$ cat src/motor_error_response_cfg.svh
// constants of the motor error response block
`ifndef MOTOR_ERROR_RESPONSE_CFG_SVH
`define MOTOR_ERROR_RESPONSE_CFG_SVH
`define NUM_ERR       8
`define OFS_RESP      8'h00
`define OFS_CTRL      8'h04
`define OFS_STATUS    8'h08
`define OFS_OCC       8'h0c
`define OFS_ERRVAR    8'h10
`define RESP_RST      16'h5555
`define COAST_RST     1'b0
`define COAST_BIT     0
`define STAT_AWAIT    8
`define STAT_DRIVE    9
`define STAT_OFF      10
`define ERR_LIMIT     16'h0fff
`define DUTY_MAX      10'h258
`define MCLK_HZ       20000000
`define HB_PERIOD_MS  1000
`define HB_PULSE_MS   100
`define AXI_OKAY      2'h0
`define AXI_SLVERR    2'h2
`endif

$ cat src/motor_error_response_pkg.sv
// types shared by the motor error response block
package motor_error_response_pkg;
  typedef enum logic [1:0] {resp_disabled, resp_enabled, resp_latched} resp_e;
  typedef logic signed [10:0] duty_t;
  typedef logic signed [12:0] errvar_t;
endpackage

$ cat src/drive_if.sv
// drive request from the response logic to the bridge driver
interface drive_if;
  import motor_error_response_pkg::*;
  logic  drive_en;
  logic  coast;
  duty_t duty;
  modport ctl (output drive_en, output coast, output duty);
  modport drv (input drive_en, input coast, input duty);
endinterface

$ cat src/bridge_drive.sv
// h-bridge pwm and idle output driver
`include "motor_error_response_cfg.svh"
module bridge_drive (
  input  wire logic mclk,
  input  wire logic rst_sync_n,
  drive_if.drv      d,
  output logic      out_a,
  output logic      out_a_oe,
  output logic      out_b,
  output logic      out_b_oe
);
  import motor_error_response_pkg::*;
  typedef struct packed {
    logic [9:0] cnt;
    logic       a;
    logic       a_oe;
    logic       b;
    logic       b_oe;
  } st_s;
  st_s        s;
  st_s        n;
  logic [9:0] mag;

  always_comb begin
    n = s;
    mag = d.duty[10] ? 10'(-d.duty) : d.duty[9:0];
    n.cnt = (s.cnt == `DUTY_MAX - 10'h001) ? 10'h000 : s.cnt + 10'h001;
    if (d.drive_en && mag != 10'h000 && s.cnt < mag) begin
      n.a = !d.duty[10];
      n.b = d.duty[10];
      n.a_oe = 1'b1;
      n.b_oe = 1'b1;
    end else begin
      // zero duty, off phase or motor off all follow the idle policy
      n.a = 1'b0;
      n.b = 1'b0;
      n.a_oe = !d.coast;
      n.b_oe = !d.coast;
    end
  end

  always_ff @(posedge mclk or negedge rst_sync_n) begin
    if (!rst_sync_n) begin
      s <= '0;
    end else begin
      s <= n;
    end
  end

  assign out_a = s.a;
  assign out_a_oe = s.a_oe;
  assign out_b = s.b;
  assign out_b_oe = s.b_oe;
endmodule

$ cat src/motor_error_response.sv
// per-error motor response, idle policy, led pattern and axi4-lite registers
//
// The implementer's own choices: the AXI4-Lite interface to the registers and the placing of the registers.
`include "motor_error_response_cfg.svh"
module motor_error_response #(
  parameter int HB_PERIOD_CYC = `HB_PERIOD_MS * (`MCLK_HZ / 1000),
  parameter int HB_PULSE_CYC  = `HB_PULSE_MS * (`MCLK_HZ / 1000)
) (
  input  wire logic                          mclk,
  input  wire logic                          rst_n,
  input  wire logic [7:0]                    s_axi_awaddr,
  input  wire logic                          s_axi_awvalid,
  output logic                               s_axi_awready,
  input  wire logic [31:0]                   s_axi_wdata,
  input  wire logic [3:0]                    s_axi_wstrb,
  input  wire logic                          s_axi_wvalid,
  output logic                               s_axi_wready,
  output logic [1:0]                         s_axi_bresp,
  output logic                               s_axi_bvalid,
  input  wire logic                          s_axi_bready,
  input  wire logic [7:0]                    s_axi_araddr,
  input  wire logic                          s_axi_arvalid,
  output logic                               s_axi_arready,
  output logic [31:0]                        s_axi_rdata,
  output logic [1:0]                         s_axi_rresp,
  output logic                               s_axi_rvalid,
  input  wire logic                          s_axi_rready,
  input  wire logic [7:0]                    err_active,
  input  wire logic                          target_cmd,
  input  wire logic                          motor_off_cmd,
  input  wire logic                          query_occ,
  output logic [7:0]                         occ_flags,
  output logic                               occ_valid,
  input  wire motor_error_response_pkg::duty_t duty_in,
  input  wire logic signed [15:0]            ctrl_err,
  output motor_error_response_pkg::errvar_t  err_var,
  input  wire logic                          fw_replace,
  input  wire logic                          boot_mode,
  input  wire logic                          host_link,
  output logic                               led_green,
  output logic                               out_a,
  output logic                               out_a_oe,
  output logic                               out_b,
  output logic                               out_b_oe
);
  import motor_error_response_pkg::*;

  typedef struct packed {
    logic        aw_done;
    logic [7:0]  aw_addr;
    logic        w_done;
    logic [31:0] w_data;
    logic [3:0]  w_strb;
    logic        bvalid;
    logic [1:0]  bresp;
    logic        rvalid;
    logic [31:0] rdata;
    logic [1:0]  rresp;
    logic [15:0] resp_cfg;
    logic        coast;
    logic        motor_off;
    logic        awaiting;
    logic [7:0]  occurred;
    logic [7:0]  occ_flags;
    logic        occ_valid;
    errvar_t     err_var;
    logic [24:0] hb_cnt;
    logic        led;
  } st_s;

  st_s        s;
  st_s        n;
  logic [1:0] rst_pipe;
  logic       rst_sync_n;
  logic [7:0] en_mask;
  logic [7:0] lat_mask;
  logic       stop_now;
  logic       lat_hit;
  logic       drive_en;
  logic       blink;
  logic [31:0] wr_word;
  drive_if    drv ();

  // async assert, synchronous release
  always_ff @(posedge mclk or negedge rst_n) begin
    if (!rst_n) begin
      rst_pipe <= 2'h0;
    end else begin
      rst_pipe <= {rst_pipe[0], 1'b1};
    end
  end
  assign rst_sync_n = rst_pipe[1];

  for (genvar i = 0; i < `NUM_ERR; i++) begin : g_err
    assign en_mask[i] = s.resp_cfg[2*i+1 -: 2] != resp_disabled;
    assign lat_mask[i] = s.resp_cfg[2*i+1 -: 2] == resp_latched;
  end

  assign stop_now = |(err_active & en_mask);
  assign lat_hit = |(err_active & lat_mask);
  // an enabled error that is active while a target arrives keeps the motor off
  assign drive_en = !s.awaiting && !s.motor_off && !stop_now;

  function automatic logic [31:0] merge(logic [31:0] old, logic [31:0] dat, logic [3:0] strb);
    logic [31:0] r;
    r = old;
    for (int b = 0; b < 4; b++) begin
      if (strb[b]) begin
        r[8*b +: 8] = dat[8*b +: 8];
      end
    end
    return r;
  endfunction

  always_comb begin
    n = s;
    n.occ_valid = 1'b0;
    wr_word = 32'h0000_0000;
    // latch set wins over a target command in the same cycle
    if (target_cmd) begin
      n.awaiting = 1'b0;
      n.motor_off = 1'b0;
    end
    if (lat_hit) begin
      n.awaiting = 1'b1;
    end
    if (motor_off_cmd) begin
      n.motor_off = 1'b1;
    end
    // new occurrences survive a query in the same cycle
    n.occurred = s.occurred | err_active;
    if (query_occ) begin
      n.occ_flags = s.occurred | err_active;
      n.occurred = err_active;
      n.occ_valid = 1'b1;
    end
    if (ctrl_err > $signed(`ERR_LIMIT)) begin
      n.err_var = 13'(`ERR_LIMIT);
    end else if (ctrl_err < -$signed(`ERR_LIMIT)) begin
      n.err_var = 13'(-$signed(`ERR_LIMIT));
    end else begin
      n.err_var = 13'(ctrl_err);
    end
    if (boot_mode && host_link) begin
      n.hb_cnt = (s.hb_cnt == 25'(HB_PERIOD_CYC - 1)) ? 25'h0 : s.hb_cnt + 25'h1;
    end else begin
      n.hb_cnt = 25'h0;
    end
    // pulses at 0 and 2 pulse widths into each period
    blink = (n.hb_cnt < 25'(HB_PULSE_CYC)) ||
            (n.hb_cnt >= 25'(2 * HB_PULSE_CYC) && n.hb_cnt < 25'(3 * HB_PULSE_CYC));
    n.led = boot_mode && host_link && blink;
    if (!s.aw_done && !s.bvalid && s_axi_awvalid) begin
      n.aw_done = 1'b1;
      n.aw_addr = s_axi_awaddr;
    end
    if (!s.w_done && !s.bvalid && s_axi_wvalid) begin
      n.w_done = 1'b1;
      n.w_data = s_axi_wdata;
      n.w_strb = s_axi_wstrb;
    end
    if (s.aw_done && s.w_done) begin
      n.aw_done = 1'b0;
      n.w_done = 1'b0;
      n.bvalid = 1'b1;
      n.bresp = `AXI_OKAY;
      case (s.aw_addr)
        `OFS_RESP: begin
          wr_word = merge({16'h0000, s.resp_cfg}, s.w_data, s.w_strb);
          n.resp_cfg = wr_word[15:0];
        end
        `OFS_CTRL: begin
          if (s.w_strb[0]) begin
            n.coast = s.w_data[`COAST_BIT];
          end
        end
        `OFS_STATUS, `OFS_OCC, `OFS_ERRVAR: begin
          n.bresp = `AXI_OKAY;
        end
        default: begin
          n.bresp = `AXI_SLVERR;
        end
      endcase
    end
    if (s.bvalid && s_axi_bready) begin
      n.bvalid = 1'b0;
    end
    if (!s.rvalid && s_axi_arvalid) begin
      n.rvalid = 1'b1;
      n.rresp = `AXI_OKAY;
      n.rdata = 32'h0000_0000;
      case (s_axi_araddr)
        `OFS_RESP:   n.rdata[15:0] = s.resp_cfg;
        `OFS_CTRL:   n.rdata[`COAST_BIT] = s.coast;
        `OFS_STATUS: begin
          n.rdata[7:0] = err_active;
          n.rdata[`STAT_AWAIT] = s.awaiting;
          n.rdata[`STAT_DRIVE] = drive_en;
          n.rdata[`STAT_OFF] = s.motor_off;
        end
        `OFS_OCC:    n.rdata[7:0] = s.occurred;
        `OFS_ERRVAR: n.rdata = 32'(s.err_var);
        default:     n.rresp = `AXI_SLVERR;
      endcase
    end else if (s.rvalid && s_axi_rready) begin
      n.rvalid = 1'b0;
    end
    // settings only; latched fault state survives a firmware swap
    if (fw_replace) begin
      n.resp_cfg = `RESP_RST;
      n.coast = `COAST_RST;
    end
  end

  always_ff @(posedge mclk or negedge rst_sync_n) begin
    if (!rst_sync_n) begin
      s <= '0;
      s.resp_cfg <= `RESP_RST;
      s.coast <= `COAST_RST;
    end else begin
      s <= n;
    end
  end

  assign drv.drive_en = drive_en;
  assign drv.coast = s.coast;
  assign drv.duty = duty_in;

  bridge_drive u_bridge (
    .mclk       (mclk),
    .rst_sync_n (rst_sync_n),
    .d          (drv),
    .out_a      (out_a),
    .out_a_oe   (out_a_oe),
    .out_b      (out_b),
    .out_b_oe   (out_b_oe)
  );

  assign s_axi_awready = !s.aw_done && !s.bvalid;
  assign s_axi_wready = !s.w_done && !s.bvalid;
  assign s_axi_bvalid = s.bvalid;
  assign s_axi_bresp = s.bresp;
  assign s_axi_arready = !s.rvalid;
  assign s_axi_rvalid = s.rvalid;
  assign s_axi_rdata = s.rdata;
  assign s_axi_rresp = s.rresp;
  assign occ_flags = s.occ_flags;
  assign occ_valid = s.occ_valid;
  assign err_var = s.err_var;
  assign led_green = s.led;
endmodule

$ cat config.mk
export PLATFORM = sky130hd
export DESIGN_NAME = motor_error_response
export DESIGN_NICKNAME = d
export VERILOG_FILES = /design/src/motor_error_response_pkg.sv /design/src/drive_if.sv /design/src/bridge_drive.sv /design/src/motor_error_response.sv
export VERILOG_INCLUDE_DIRS = /design/src /design/src/src
export SDC_FILE = /design/constraint.sdc
export NUM_CORES = 1
export LEC_CHECK = 0
export BUFFER_PORTS_ARGS = -buffer_cell sky130_fd_sc_hd__buf_2
export CAP_MARGIN = 15
export CORE_MARGIN = 2
export CORE_UTILIZATION = 59
export DETAILED_ROUTE_END_ITERATION = 10
export PLACE_DENSITY = 0.9
export RECOVER_POWER = 100
export SLEW_MARGIN = 40
export SYNTH_ARGS = -nofsm -noshare
export SYNTH_HDL_FRONTEND = slang
export SYNTH_SLANG_ARGS = --single-unit
$ cat constraint.sdc
create_clock -name mclk -period 8.29 [get_ports mclk]
set_clock_uncertainty 0.1 [all_clocks]
set_input_delay 0.829 -clock mclk [delete_from_list [all_inputs] [get_ports mclk]]
set_output_delay 0.829 -clock mclk [all_outputs]
set_load 0.03 [all_outputs]
======== After elaboration in Yosys (flattened, before gate mapping) ========
Index checks and enable logic that the tools add are counted.
storage, ports and cells
  register bits ........................... 175
  bits of input ports ..................... 100
  output and inout bits ................... 68
  logic and storage cells ................. 144
cells by class
  add/subtract/negate cells ............... 3
  order comparisons ....................... 6
  eq/ne operators ......................... 18
  muxes and demuxes ....................... 33
  bitwise logic cells ..................... 3
  reduce and logical (&&, ||, !) cells .... 54
operators with widths
  operator                 count
  $mux W17                 3
  $mux W25                 2
  $reduce_bool A2 Y1       19
  $mux W37                 1
  $eq A8 B4 Y1 const B     4
  $mux W16                 2
  $pmux W7 S4              1
  $mux W13                 2
  $add A25 B1 Y25 const B  1
  $eq A25 B25 Y1 const B   1
  $ge A25 B22 Y1 const B   1
  $lt A25 B21 Y1 const B   1
  $lt A25 B23 Y1 const B   1
  $mux W10                 2
  $and A8 B8 Y8            2
  $eq A2 B2 Y1 const B     8
  $eq A8 B3 Y1 const B     2
  $eq A8 B5 Y1 const B     2
  $gt A16 B13 Y1 const B   1
  $logic_not A8 Y1         2
  $lt A16 B13 Y1 const B   1
  $mux W8                  2
  $reduce_or A8 Y1         2
  $logic_and A1 B1 Y1      15
  18 further kinds         39

======== Depth between registers and ports, before layout ========
Gate-level depths: netlist of the first run.
  depth in word-level cells ............... 8
  depth in mapped cells ................... 12

======== Hierarchy ========
A second synthesis of the first run with hierarchy kept.
unflattened totals
  cells, all modules ...................... 779
  area, all modules ....................... 7594.8 µm²
by module, submodules not included
  module                times used  cells an instance  area an instance (µm²)
  motor_error_response  1           655                6432.4
  bridge_drive          1           124                1162.4

======== Worst setup path before layout of the first run ========
No wires, ideal clock.
  path kind ............................... in2reg
  start ................................... input port duty_in[2]
  end ..................................... register u_bridge.s (netlist bit u_bridge.out_a)
  setup time .............................. 0.073 ns
  data arrival time ....................... 2.685 ns
  required time ........................... 8.117 ns
  slack ................................... 5.433 ns
  stages on the path ...................... 11
  cell sequence ........................... nor4_1 > nand2b_1 > o31ai_1 > xor2_1 > ha_1 > a21o_1 > a21oi_1 > nand2_1 > a41oi_1 > o21ai_0 > nor2_1
RTL lines
  item                  RTL line                    RTL
  start, declared       motor_error_response.sv:34  input wire motor_error_response_pkg::duty_t duty_in,
  end signal, assigned  bridge_drive.sv:46          s <= n;
  end, declared         bridge_drive.sv:20          st_s s;

==> impl_metrics.py, run 1 <==
metrics = {
    "timing": {
        "worst_pin_slew_ps": 2104,
        "hold_viol_final": 0,
        "final-setup-viol-count": 0,
        "fin_crit_sh_pct": 61.68,
        "drv_slew": 67,
        "slew_headroom_pct": -40.25,
        "layout_min_cycle_time_ps": 5113,
        "fmax_mhz": 195.6,
        "grt_setup_unrepaired": "false",
        "finalSetupTns_ps": 0,
    },
    "synth": {
        "syn_area_um2": 7244,
        "ys_async_sr_fraction_pct": 100.0,
        "yosysWarnings": 0,
        "synth_common_cells": "dfrtp_1 (131), nor2_1 (77), buf_4 (60)",
        "ys_ff_latch": 139,
        "synth.distinct_cells": 63,
        "seq_area_frac_synth_pct": 48.15,
        "syn_area_per_cell_um2": 10.09,
        "synth_top_area_share_pct": 45.25,
        "synth.largest_area_cell": "dfrtp_1",
        "synth_edf_count": 0,
        "synth_area_leaders": "dfrtp_1 (45%), buf_4 (6.2%), mux2_2 (4.2%)",
        "synthFlopType": "dfrtp_1",
        "synth_cells": 718,
        "synth_most_common_cell": "dfrtp_1",
    },
    "setup_path": {
        "worstSetupStartpointType": "flip-flop",
        "worstPathRequired_ps": 8490,
        "worstSetupPathType": "flip-flop to flip-flop",
        "critPathLaunch": "s[1]",
        "critPathCaptureType": "flip-flop",
        "crit_chain": "ha_1 > nand4_1 > or2_0 > o311ai_0 > clkbuf_1 > nor2_1 > o21a_1 > a2111oi_0 > nor3_1 > a32o_1",
        "r2r-start": "s[1]",
        "crit_path_max_fanout": 22,
        "arrival_ps": 5310,
        "ff2ff_path_depth": 10,
        "max_stage_delay_ps": 1410,
        "slowest_stage": "o311ai_0",
        "r2r-end": "led_green",
        "rrSetupSlack_ps": 3180,
        "worstSetupEndpoint": "led_green",
    },
    "grt": {
        "antenna_found_initial": 0,
        "grt_usage_pct": 25.87,
        "grt_max_degree": 84,
        "grt_pass1_wl_um": 26150,
        "grt_overflow": 0,
        "grt_pass1_vias": 5387,
    },
    "hold_path": {
        "hp-class": "input port to asynchronous set/reset pin",
    },
    "cells_and_area": {
        "diodes": 0,
        "fin_cells": 959,
        "fillCellCount": 941,
        "final_net_count": 911,
        "area_growth_syn_to_layout_pct": 11.47,
        "multi_input_area_um2": 3080,
        "regArea_um2": 3488,
        "utilization_pct": 67.23,
        "drive_gt1_share_pct": 18.97,
    },
    "floorplanning": {
        "ioPinCount": 168,
        "die_y_um": 114.8,
        "dieArea_um2": 13180,
        "rows": 40,
        "start_util_pct": 60.31,
        "core_area_um2": 12010,
        "chipWidth_um": 114.8,
    },
    "drt": {
        "drtIter0Drc": 481,
        "wl_per_cell_um": 17.33,
        "first_pass_iters": 5,
        "routed-via-count": 5580,
        "avgViaCountPerCell": 5.819,
        "wl_um": 16620,
        "drc": 0,
        "ant_nets": 0,
    },
    "clock_tree": {
        "cts_buffer_depth": 2,
        "cts-root-buf": "clkbuf_16",
        "cts_buffers": 17,
        "post_cts_buffers": 0,
        "htreeDepth": 4,
        "clk_pin_slew_ps": 60,
        "cts_tree": "built",
        "post_cts_resized": 0,
        "postCtsHoldBufs": 0,
        "clock_latency_ps": 410,
        "cts.sinks": 139,
    },
    "power_and_ir_drop": {
        "swShare_pct": 28.09,
        "power_frac_clock_pct": 40.0,
        "powerDensity_nw_per_um2": 224.8,
        "seqPwrFrac_pct": 45.6,
        "irDropWorstVdd_mv": 0.1398,
        "report.power.total_uw": 1815,
        "power.internal_uw": 1305,
        "p_leak_uw": 0.003626,
        "power_frac_comb_pct": 14.4,
        "p_switching_uw": 509.9,
    },
    "run": {
        "max_cap_violations": 2,
    },
    "placed_design": {
        "gp_congestion": 0.9060,
        "portBuffers": 147,
        "post-dp-hpwl_um": 11690,
        "dpl.cell_count": 927,
    },
    "outcome": {
        "status": "complete, but fails checks",
        "violations": "capacitance limit, slew limit",
    },
}
[worst max-delay path, delay by kind of cell (launching register included)]
kind                     cells  cell delay, ps
AO/OA/AOI/OAI                4            2280
adder cells (fa/ha/maj)      1             250
buffers and inverters        1             810
AND/OR/NAND/NOR              4            1140
flip-flops                   1             410
[flip-flops by register name, summed over array words and instances (netlist names), 2 cells and up]
name,flops
err_var,13
occ_flags,8
rst_pipe,2
s,79
s_axi_rdata,17
u_bridge.s,10
[layout make-up]
type	count	area share (%)
Clock buffer	18	5.438
Clock inverter	14	1.658
Inverter	22	1.023
Multi-Input combinational cell	469	38.15
Sequential cell	139	43.20
Tap cell	147	2.278
Timing Repair Buffer	150	8.258
[through the flow]
| stage | hold slack, ps | setup slack [ps] | area [um2] |
|---|---|---|---|
| 6_report | 83.43 | 3177 | 8075 |
| 3_5_place_dp | 242.8 | 4845 | 7637 |
| 4_1_cts | 69.38 | 5081 | 8210 |
| 3_3_place_gp | 233.1 | 4874 | 7631 |
| 5_1_grt | 71.99 | 2827 | 8075 |
| 2_1_floorplan | 231.2 | 4044 | 7248 |
[cells by family after synthesis]
kind of cell / synth area share, %
other: 0.1037
and+or+nand+nor: 15.89
adders and majority gates: 2.072
AOI/OAI and AO/OA: 14.01
xor gates and xnor gates: 4.594
muxes: 6.269
buffers and inverters: 8.912
DFF: 48.15
[layer usage]
layer / up-vias / global-route usage, % / share of wire, %
met5: - / 0 / 0
met4: 0 / 14.46 / 4.1
met3: 52 / 6.378 / 6.9
met2: 257 / 40.91 / 47
met1: 2654 / 32.90 / 42
li1: 2617 / - / -
[worst min path at each step]
stage           startpoint           to  slack (ps)  cells after the start
2_1_floorplan  rst_pipe[0]  rst_pipe[1]         230                      0
4_1_cts              rst_n  rst_pipe[0]          70                      1
3_5_place_dp   rst_pipe[0]  rst_pipe[1]         240                      0
3_3_place_gp   rst_pipe[0]  rst_pipe[1]         230                      0
6_report             rst_n  rst_pipe[0]          80                      1
5_1_grt              rst_n  rst_pipe[0]          70                      1
[cells in the final DEF (no fill, tap or decap), types with 5 or more instances in the layout]
master / Yosys / final
dfrtp_1: 131 / 131
mux2i_1: 15 / 15
xnor2_1: 22 / 22
a211o_1: 8 / 8
a21oi_1: 30 / 31
dfstp_2: 8 / 7
nor3_1: 14 / 14
xor2_1: 16 / 16
o21a_1: 12 / 12
nand4_1: 7 / 8
and3_1: 8 / 8
clkbuf_1: 23 / 74
buf_2: 3 / 75
inv_1: 22 / 22
clkbuf_16: 0 / 17
nand2_1: 48 / 48
nor4_1: 12 / 12
nand3_1: 17 / 17
mux2_2: 27 / 27
nor2_1: 77 / 77
nor2b_1: 9 / 9
o21ai_0: 27 / 27
o31ai_1: 5 / 5
a222oi_1: 8 / 8
a21o_1: 23 / 23
ha_1: 12 / 12
[power by group through the flow]
stage / registers [uW] / clock network, uW / logic, uW
3_3_place_gp: 833 / 0 / 260
3_5_place_dp: 838 / 0 / 268
6_report: 827 / 726 / 262
2_1_floorplan: 831 / 0 / 202
5_1_grt: 839 / 768 / 287
4_1_cts: 828 / 736 / 271
Note: power is estimated with default switching activity, not from simulation.
==> inputs of run 2 (changes only) <==
CORE_UTILIZATION = 49   (was 59)
PLACE_DENSITY = 0.81   (was 0.9)
clock period = 4.25 ns   (was 8.29 ns; I/O delays follow)
==> run 2 against run 1 <==
Compared with the run above:
- the run now ends clean
- wire length is 1.5% lower
- clock-buffer cell count is 1 lower
- register-to-register slack worse by 2300 ps
- die area is 20% higher
- non-clock buffer count is 2 higher
- global-route usage is 4.4 points lower
- worst hold slack worse by 69 ps
- fmax is 52% higher
- flip-flop and latch count stayed put
- combinational power is 97% higher
- final area is 1.0% higher
- critical path type unchanged
- highest routed layer unchanged
==> impl_metrics.py, run 2 (same netlist as run 1, synthesis figures left out) <==
metrics = {
    "setup_path": {
        "r2r-start": "s[1]",
        "crit_path_max_fanout": 22,
        "r2r-end": "led_green",
        "cp.depth": 10,
        "max_stage_delay_ps": 500,
        "worstSetupEndpoint": "led_green",
        "worstPathRequired_ps": 4460,
        "slowest_stage": "o311ai_4",
        "rrSetupSlack_ps": 890,
        "critPathTopFamily": "compound AO/OA/AOI/OAI gates",
        "critPathLaunch": "s[1]",
        "crit_chain": "ha_1 > nand4_1 > or2_0 > o311ai_4 > buf_4 > nor2_1 > o21a_1 > a2111oi_2 > nor3_1 > a32o_1",
        "cp_num_buf_inv": 1,
        "critPathCaptureType": "flip-flop",
        "worstSetupPathType": "flip-flop to flip-flop",
        "arrival_ps": 3560,
        "ff2ff_path_depth": 10,
        "worstSetupStartpointType": "flip-flop",
    },
    "clock_tree": {
        "postCtsHoldBufs": 1,
        "cts.sinks": 139,
        "cts-root-buf": "clkbuf_16",
        "post_cts_resized": 0,
        "cts_buffers": 17,
        "clock_latency_ps": 420,
        "cts_buffer_depth": 2,
        "cts_tree": "built",
        "htreeDepth": 4,
        "clk_pin_slew_ps": 60,
        "post_cts_buffers": 0,
    },
    "floorplanning": {
        "die_y_um": 125.6,
        "ioPinCount": 168,
        "start_util_pct": 50.03,
        "chipWidth_um": 125.6,
        "dieArea_um2": 15770,
        "core_area_um2": 14480,
        "rows": 44,
    },
    "placed_design": {
        "post-dp-hpwl_um": 12070,
        "portBuffers": 147,
        "gp_congestion": 0.9046,
        "place_ws_ps": 1018,
    },
    "drt": {
        "routed-via-count": 5435,
        "drc": 0,
        "drtIter0Drc": 306,
        "ant_nets": 0,
        "first_pass_iters": 5,
        "avgViaCountPerCell": 5.446,
        "wl_per_cell_um": 16.40,
        "wl_um": 16370,
    },
    "timing": {
        "grt_setup_unrepaired": "false",
        "finalSetupTns_ps": 0,
        "drv_slew": 0,
        "worst_pin_slew_ps": 1297,
        "final-setup-viol-count": 0,
        "slew_headroom_pct": 13.52,
        "hold_viol_final": 0,
        "fin_crit_sh_pct": 79.00,
        "fmax_mhz": 297.8,
        "layout_min_cycle_time_ps": 3358,
        "setup_slack_ps": 892.4,
    },
    "power_and_ir_drop": {
        "powerDensity_nw_per_um2": 429.2,
        "p_leak_uw": 0.003637,
        "irDropWorstVdd_mv": 0.3458,
    },
    "cells_and_area": {
        "largest_reg_flops": 79,
        "regArea_um2": 3492,
        "diodes": 0,
        "utilization_pct": 56.35,
        "final_net_count": 913,
        "final_cell_mix": "dfrtp_1 (130), nor2_1 (77), buf_2 (76), clkbuf_1 (72), nand2_1 (48)",
        "fillCellCount": 1328,
        "area_growth_syn_to_layout_pct": 12.63,
        "regMostFlops": "s",
        "drive_gt1_share_pct": 19.53,
        "multi_input_area_um2": 3099,
        "final_common_cell": "dfrtp_1",
    },
    "grt": {
        "grt_pass1_wl_um": 27060,
        "grt_overflow": 0,
        "grt_pass1_vias": 5432,
        "antenna_found_initial": 0,
        "grt_usage_pct": 21.49,
        "grt_max_degree": 134,
    },
    "outcome": {
        "status": "completed",
    },
    "run": {
        "max_cap_violations": 0,
    },
    "hold_path": {
        "hp-class": "flip-flop to asynchronous set/reset pin",
    },
}
run 2: where the power goes:
group	switching [uW]	internal (uW)	total (uW)
logic	296	222	517
clock network	615	766	1380
registers	107	1500	1600
total	1020	2480	3500
run 2: layer usage:
| metal | vias up | wire, um | track usage (%) |
|---|---|---|---|
| li1 | 2634 | - | - |
| met1 | 2619 | 7124 | 28.06 |
| met2 | 162 | 8078 | 36.34 |
| met3 | 20 | 964 | 4.664 |
| met4 | 0 | 203 | 5.817 |
| met5 | - | 0 | 0 |
run 2: layout make-up:
class / count / area share, %
inverter: 22 / 1.012
sequential: 139 / 42.80
clock inverter: 15 / 1.641
tap: 184 / 2.822
multi-input combinational: 469 / 37.98
timing repair buffer: 152 / 8.526
clock buffer: 17 / 5.214
run 2: how the worst min path moves through the flow:
stage / slack [ps] / end / startpoint
floorplan: 30 / rst_pipe[0] / rst_n
global placement: 20 / s[150] / rst_pipe[1]
detailed placement: 20 / s[150] / rst_pipe[1]
CTS: 20 / s[150] / rst_pipe[1]
global route: 30 / s[157] / rst_pipe[1]
finish: 10 / s[150] / rst_pipe[1]
run 2: worst reg2reg max path, stage by stage, from the launching register on:
cell	delay [ps]
dfrtp_1	410
ha_1	260
nand4_1	360
or2_0	420
o311ai_4	500
buf_4	340
nor2_1	140
o21a_1	140
a2111oi_2	270
nor3_1	90
a32o_1	230
run 2: metrics by stage:
stage / hold WS (ps) / cell area (um2) / cells / power [uW]
5_1_grt: 26.40 / 8159 / 998 / 3668
4_1_cts: 21.62 / 8278 / 998 / 3556
3_3_place_gp: 16.89 / 7697 / 965 / 2139
2_1_floorplan: 29.41 / 7248 / 719 / 2014
6_report: 14.66 / 8159 / 998 / 3501
3_5_place_dp: 18.02 / 7709 / 965 / 2164
==> inputs of run 3 (changes only) <==
ABC_AREA = 1   (was not set)
CORE_UTILIZATION = 55   (was 49)
PLACE_DENSITY = 0.85   (was 0.81)
clock period = 3.2 ns   (was 4.25 ns; I/O delays follow)
==> run 3 against run 2 <==
Compared with the run above:
- via count up 21%
- power up 53%
- first-iteration DRC count increased by 23%
- highest routed layer unchanged
- synthesized cell count increased by 33%
- core utilization rose by 7.2 points
- the run now ends with capacitance limit, slew limit left
- sequential power up 44%
- clock-buffer cell count grew 1
- wire length increased by 11%
- cell count rose by 25%
==> impl_metrics.py, run 3 <==
metrics = {
    "outcome": {
        "status": "complete, but fails checks",
        "violations": "capacitance limit, slew limit",
    },
    "timing": {
        "drv_slew": 53,
        "final-setup-viol-count": 0,
        "grt_setup_unrepaired": "false",
        "fmax_mhz": 372.3,
        "finalSetupTns_ps": 0,
        "slew_headroom_pct": -35.83,
        "fin_crit_sh_pct": 83.93,
        "setup_slack_ps": 514.1,
        "layout_min_cycle_time_ps": 2686,
        "worst_pin_slew_ps": 2037,
        "hold_viol_final": 0,
    },
    "power_and_ir_drop": {
        "powerDensity_nw_per_um2": 610.0,
        "p_leak_uw": 0.004292,
        "irDropWorstVdd_mv": 0.3749,
    },
    "setup_path": {
        "crit_path_max_fanout": 6,
        "cp_num_buf_inv": 0,
        "slowest_stage": "dfrtp_1",
        "worstPathRequired_ps": 3440,
        "cpMostUsedCell": "nand2_1",
        "max_stage_delay_ps": 440,
        "worstSetupPathType": "flip-flop to flip-flop",
        "worstSetupStartpointType": "flip-flop",
        "critPathTopFamily": "simple AND/OR/NAND/NOR gates",
        "arrival_ps": 2930,
        "critPathCaptureType": "flip-flop",
        "rrSetupSlack_ps": 510,
        "crit_chain": "ha_1 > nand2_1 > nor2_1 > nand2_4 > nor2_4 > nand2_4 > nand3_1 > nand2_1 > nor2_1 > nand3_1 > nand2_1 > nand2_1 > nand2_1 > nand2_1 > a21oi_2",
    },
    "clock_tree": {
        "cts_tree": "built",
        "cts_buffer_depth": 2,
        "clock_latency_ps": 420,
        "cts.sinks": 139,
        "htreeDepth": 4,
        "cts_buffers": 17,
        "cts-root-buf": "clkbuf_16",
        "clk_pin_slew_ps": 60,
    },
    "cells_and_area": {
        "area_growth_syn_to_layout_pct": 13.62,
        "regMostFlops": "s",
        "diodes": 0,
        "final_net_count": 1171,
        "final_cell_mix": "nand2_1 (208), dfrtp_1 (131), nor2_1 (116), inv_1 (112), buf_2 (78)",
        "fillCellCount": 1215,
        "drive_gt1_share_pct": 17.91,
        "final_common_cell": "nand2_1",
        "largest_reg_flops": 79,
    },
    "floorplanning": {
        "core_area_um2": 13830,
        "dieArea_um2": 15030,
        "die_y_um": 122.6,
        "chipWidth_um": 122.6,
        "ioPinCount": 168,
        "start_util_pct": 55.95,
        "rows": 43,
    },
    "synth": {
        "yosysWarnings": 0,
        "syn_area_per_cell_um2": 8.118,
        "synth_most_common_cell": "nand2_1",
        "synthSimpleGateAreaFrac_pct": 28.17,
        "seq_area_frac_synth_pct": 45.09,
        "ys_async_sr_fraction_pct": 100.0,
        "synth.largest_area_cell": "dfrtp_1",
        "synth_top_family_by_area": "simple AND/OR/NAND/NOR gates",
        "synthFlopType": "dfrtp_1",
        "synth_top_area_share_pct": 42.37,
        "synth_fa_ha_area_share_pct": 1.941,
        "synth_xor_area_share_pct": 1.698,
        "synth_cells": 953,
        "ys_ff_latch": 139,
        "syn_area_um2": 7736,
        "synth_compound_area_share_pct": 7.262,
        "synth_edf_count": 0,
        "synth_common_cells": "nand2_1 (206), dfrtp_1 (131), nor2_1 (111)",
        "synth.area.mux_share_pct": 3.639,
        "synth.distinct_cells": 45,
        "synth_area_leaders": "dfrtp_1 (42%), nand2_1 (10%), buf_4 (5.6%)",
    },
    "drt": {
        "wl_um": 18180,
        "avgViaCountPerCell": 5.245,
        "ant_nets": 0,
        "drc": 0,
        "routed-via-count": 6567,
        "drtIter0Drc": 376,
        "first_pass_iters": 6,
        "wl_per_cell_um": 14.52,
    },
    "placed_design": {
        "gp_congestion": 0.9304,
        "place_ws_ps": 323.6,
        "post-dp-hpwl_um": 13680,
        "portBuffers": 147,
    },
    "grt": {
        "antenna_found_initial": 0,
        "grt_usage_pct": 25.62,
        "grt_max_degree": 53,
        "grt_pass1_wl_um": 29650,
        "grt_pass1_vias": 6344,
        "grt_overflow": 0,
    },
    "hold_path": {
        "hp-class": "input port to flip-flop",
    },
    "run": {
        "max_cap_violations": 1,
    },
}
## run 3: path summary, 6_finish.rpt
path / startpoint / endpoint / cells after the start
hold reg to reg: rst_pipe[0] / rst_pipe[1] / 0
min in group asynchronous: rst_n / rst_pipe[1] / 2
setup reg to reg: s[1] / led_green / 15
hold / removal: ctrl_err[4] / err_var[4] / 3
max in group asynchronous: rst_pipe[1] / s[63] / 1
setup / recovery: s[1] / led_green / 15
## run 3: final cells by class
| cell class | instances | area, um2 | area share, % |
|---|---|---|---|
| Sequential cell | 139 | 3488 | 39.69 |
| Multi-Input combinational cell | 624 | 3259 | 37.08 |
| Timing Repair Buffer | 159 | 750.7 | 8.541 |
| Inverter | 118 | 442.9 | 5.039 |
| Clock buffer | 18 | 439.2 | 4.996 |
| Tap cell | 180 | 225.2 | 2.562 |
| Clock inverter | 14 | 183.9 | 2.093 |
## run 3: worst min-delay path, stage by stage
cell	delay, ps
buf_2	90
nand2_1	50
nand2_1	50
## run 3: cell families (layout without fill, tap and decap cells)
family          count (synthesis)  count (layout)
compound gates                 99              99
xor+xnor                       15              15
fa+ha+maj                      12              12
buf+inv                       191             309
flops                         139             139
mux                            25              25
other cells                     2               3
simple gates                  470             470
## run 3: power breakdown
group          total, uW  switching [uW]  internal, uW
sequential          2300             224          2080
combinational       1020             649           367
clock               2040             778          1260
## run 3: routing by layer
layer | up-vias | global-route usage (%) | routed length (um)
li1 | 3221 | - | -
met1 | 3061 | 31.51 | 7630
met2 | 228 | 43.33 | 8920
met3 | 57 | 4.554 | 952
met4 | 0 | 12.93 | 680
met5 | - | 0 | 0
## run 3: metrics by stage
step	power (uW)	instances	hold WS, ps	cell area [um2]	utilization (%)
6_report	5362	1252	17.45	8790	63.57
5_1_grt	5629	1252	4.570	8790	63.57
4_1_cts	5433	1252	1.078	8942	64.67
3_5_place_dp	3369	1213	7.503	8249	59.66
3_3_place_gp	3319	1213	6.376	8249	59.66
2_1_floorplan	3141	954	-75.59	7741	-
## run 3: what timing repair did
action,in CTS,in global routing
endpoints found under the hold margin,8,0
resized for setup,0,0
hold buffers,7,0
setup buffers,0,0
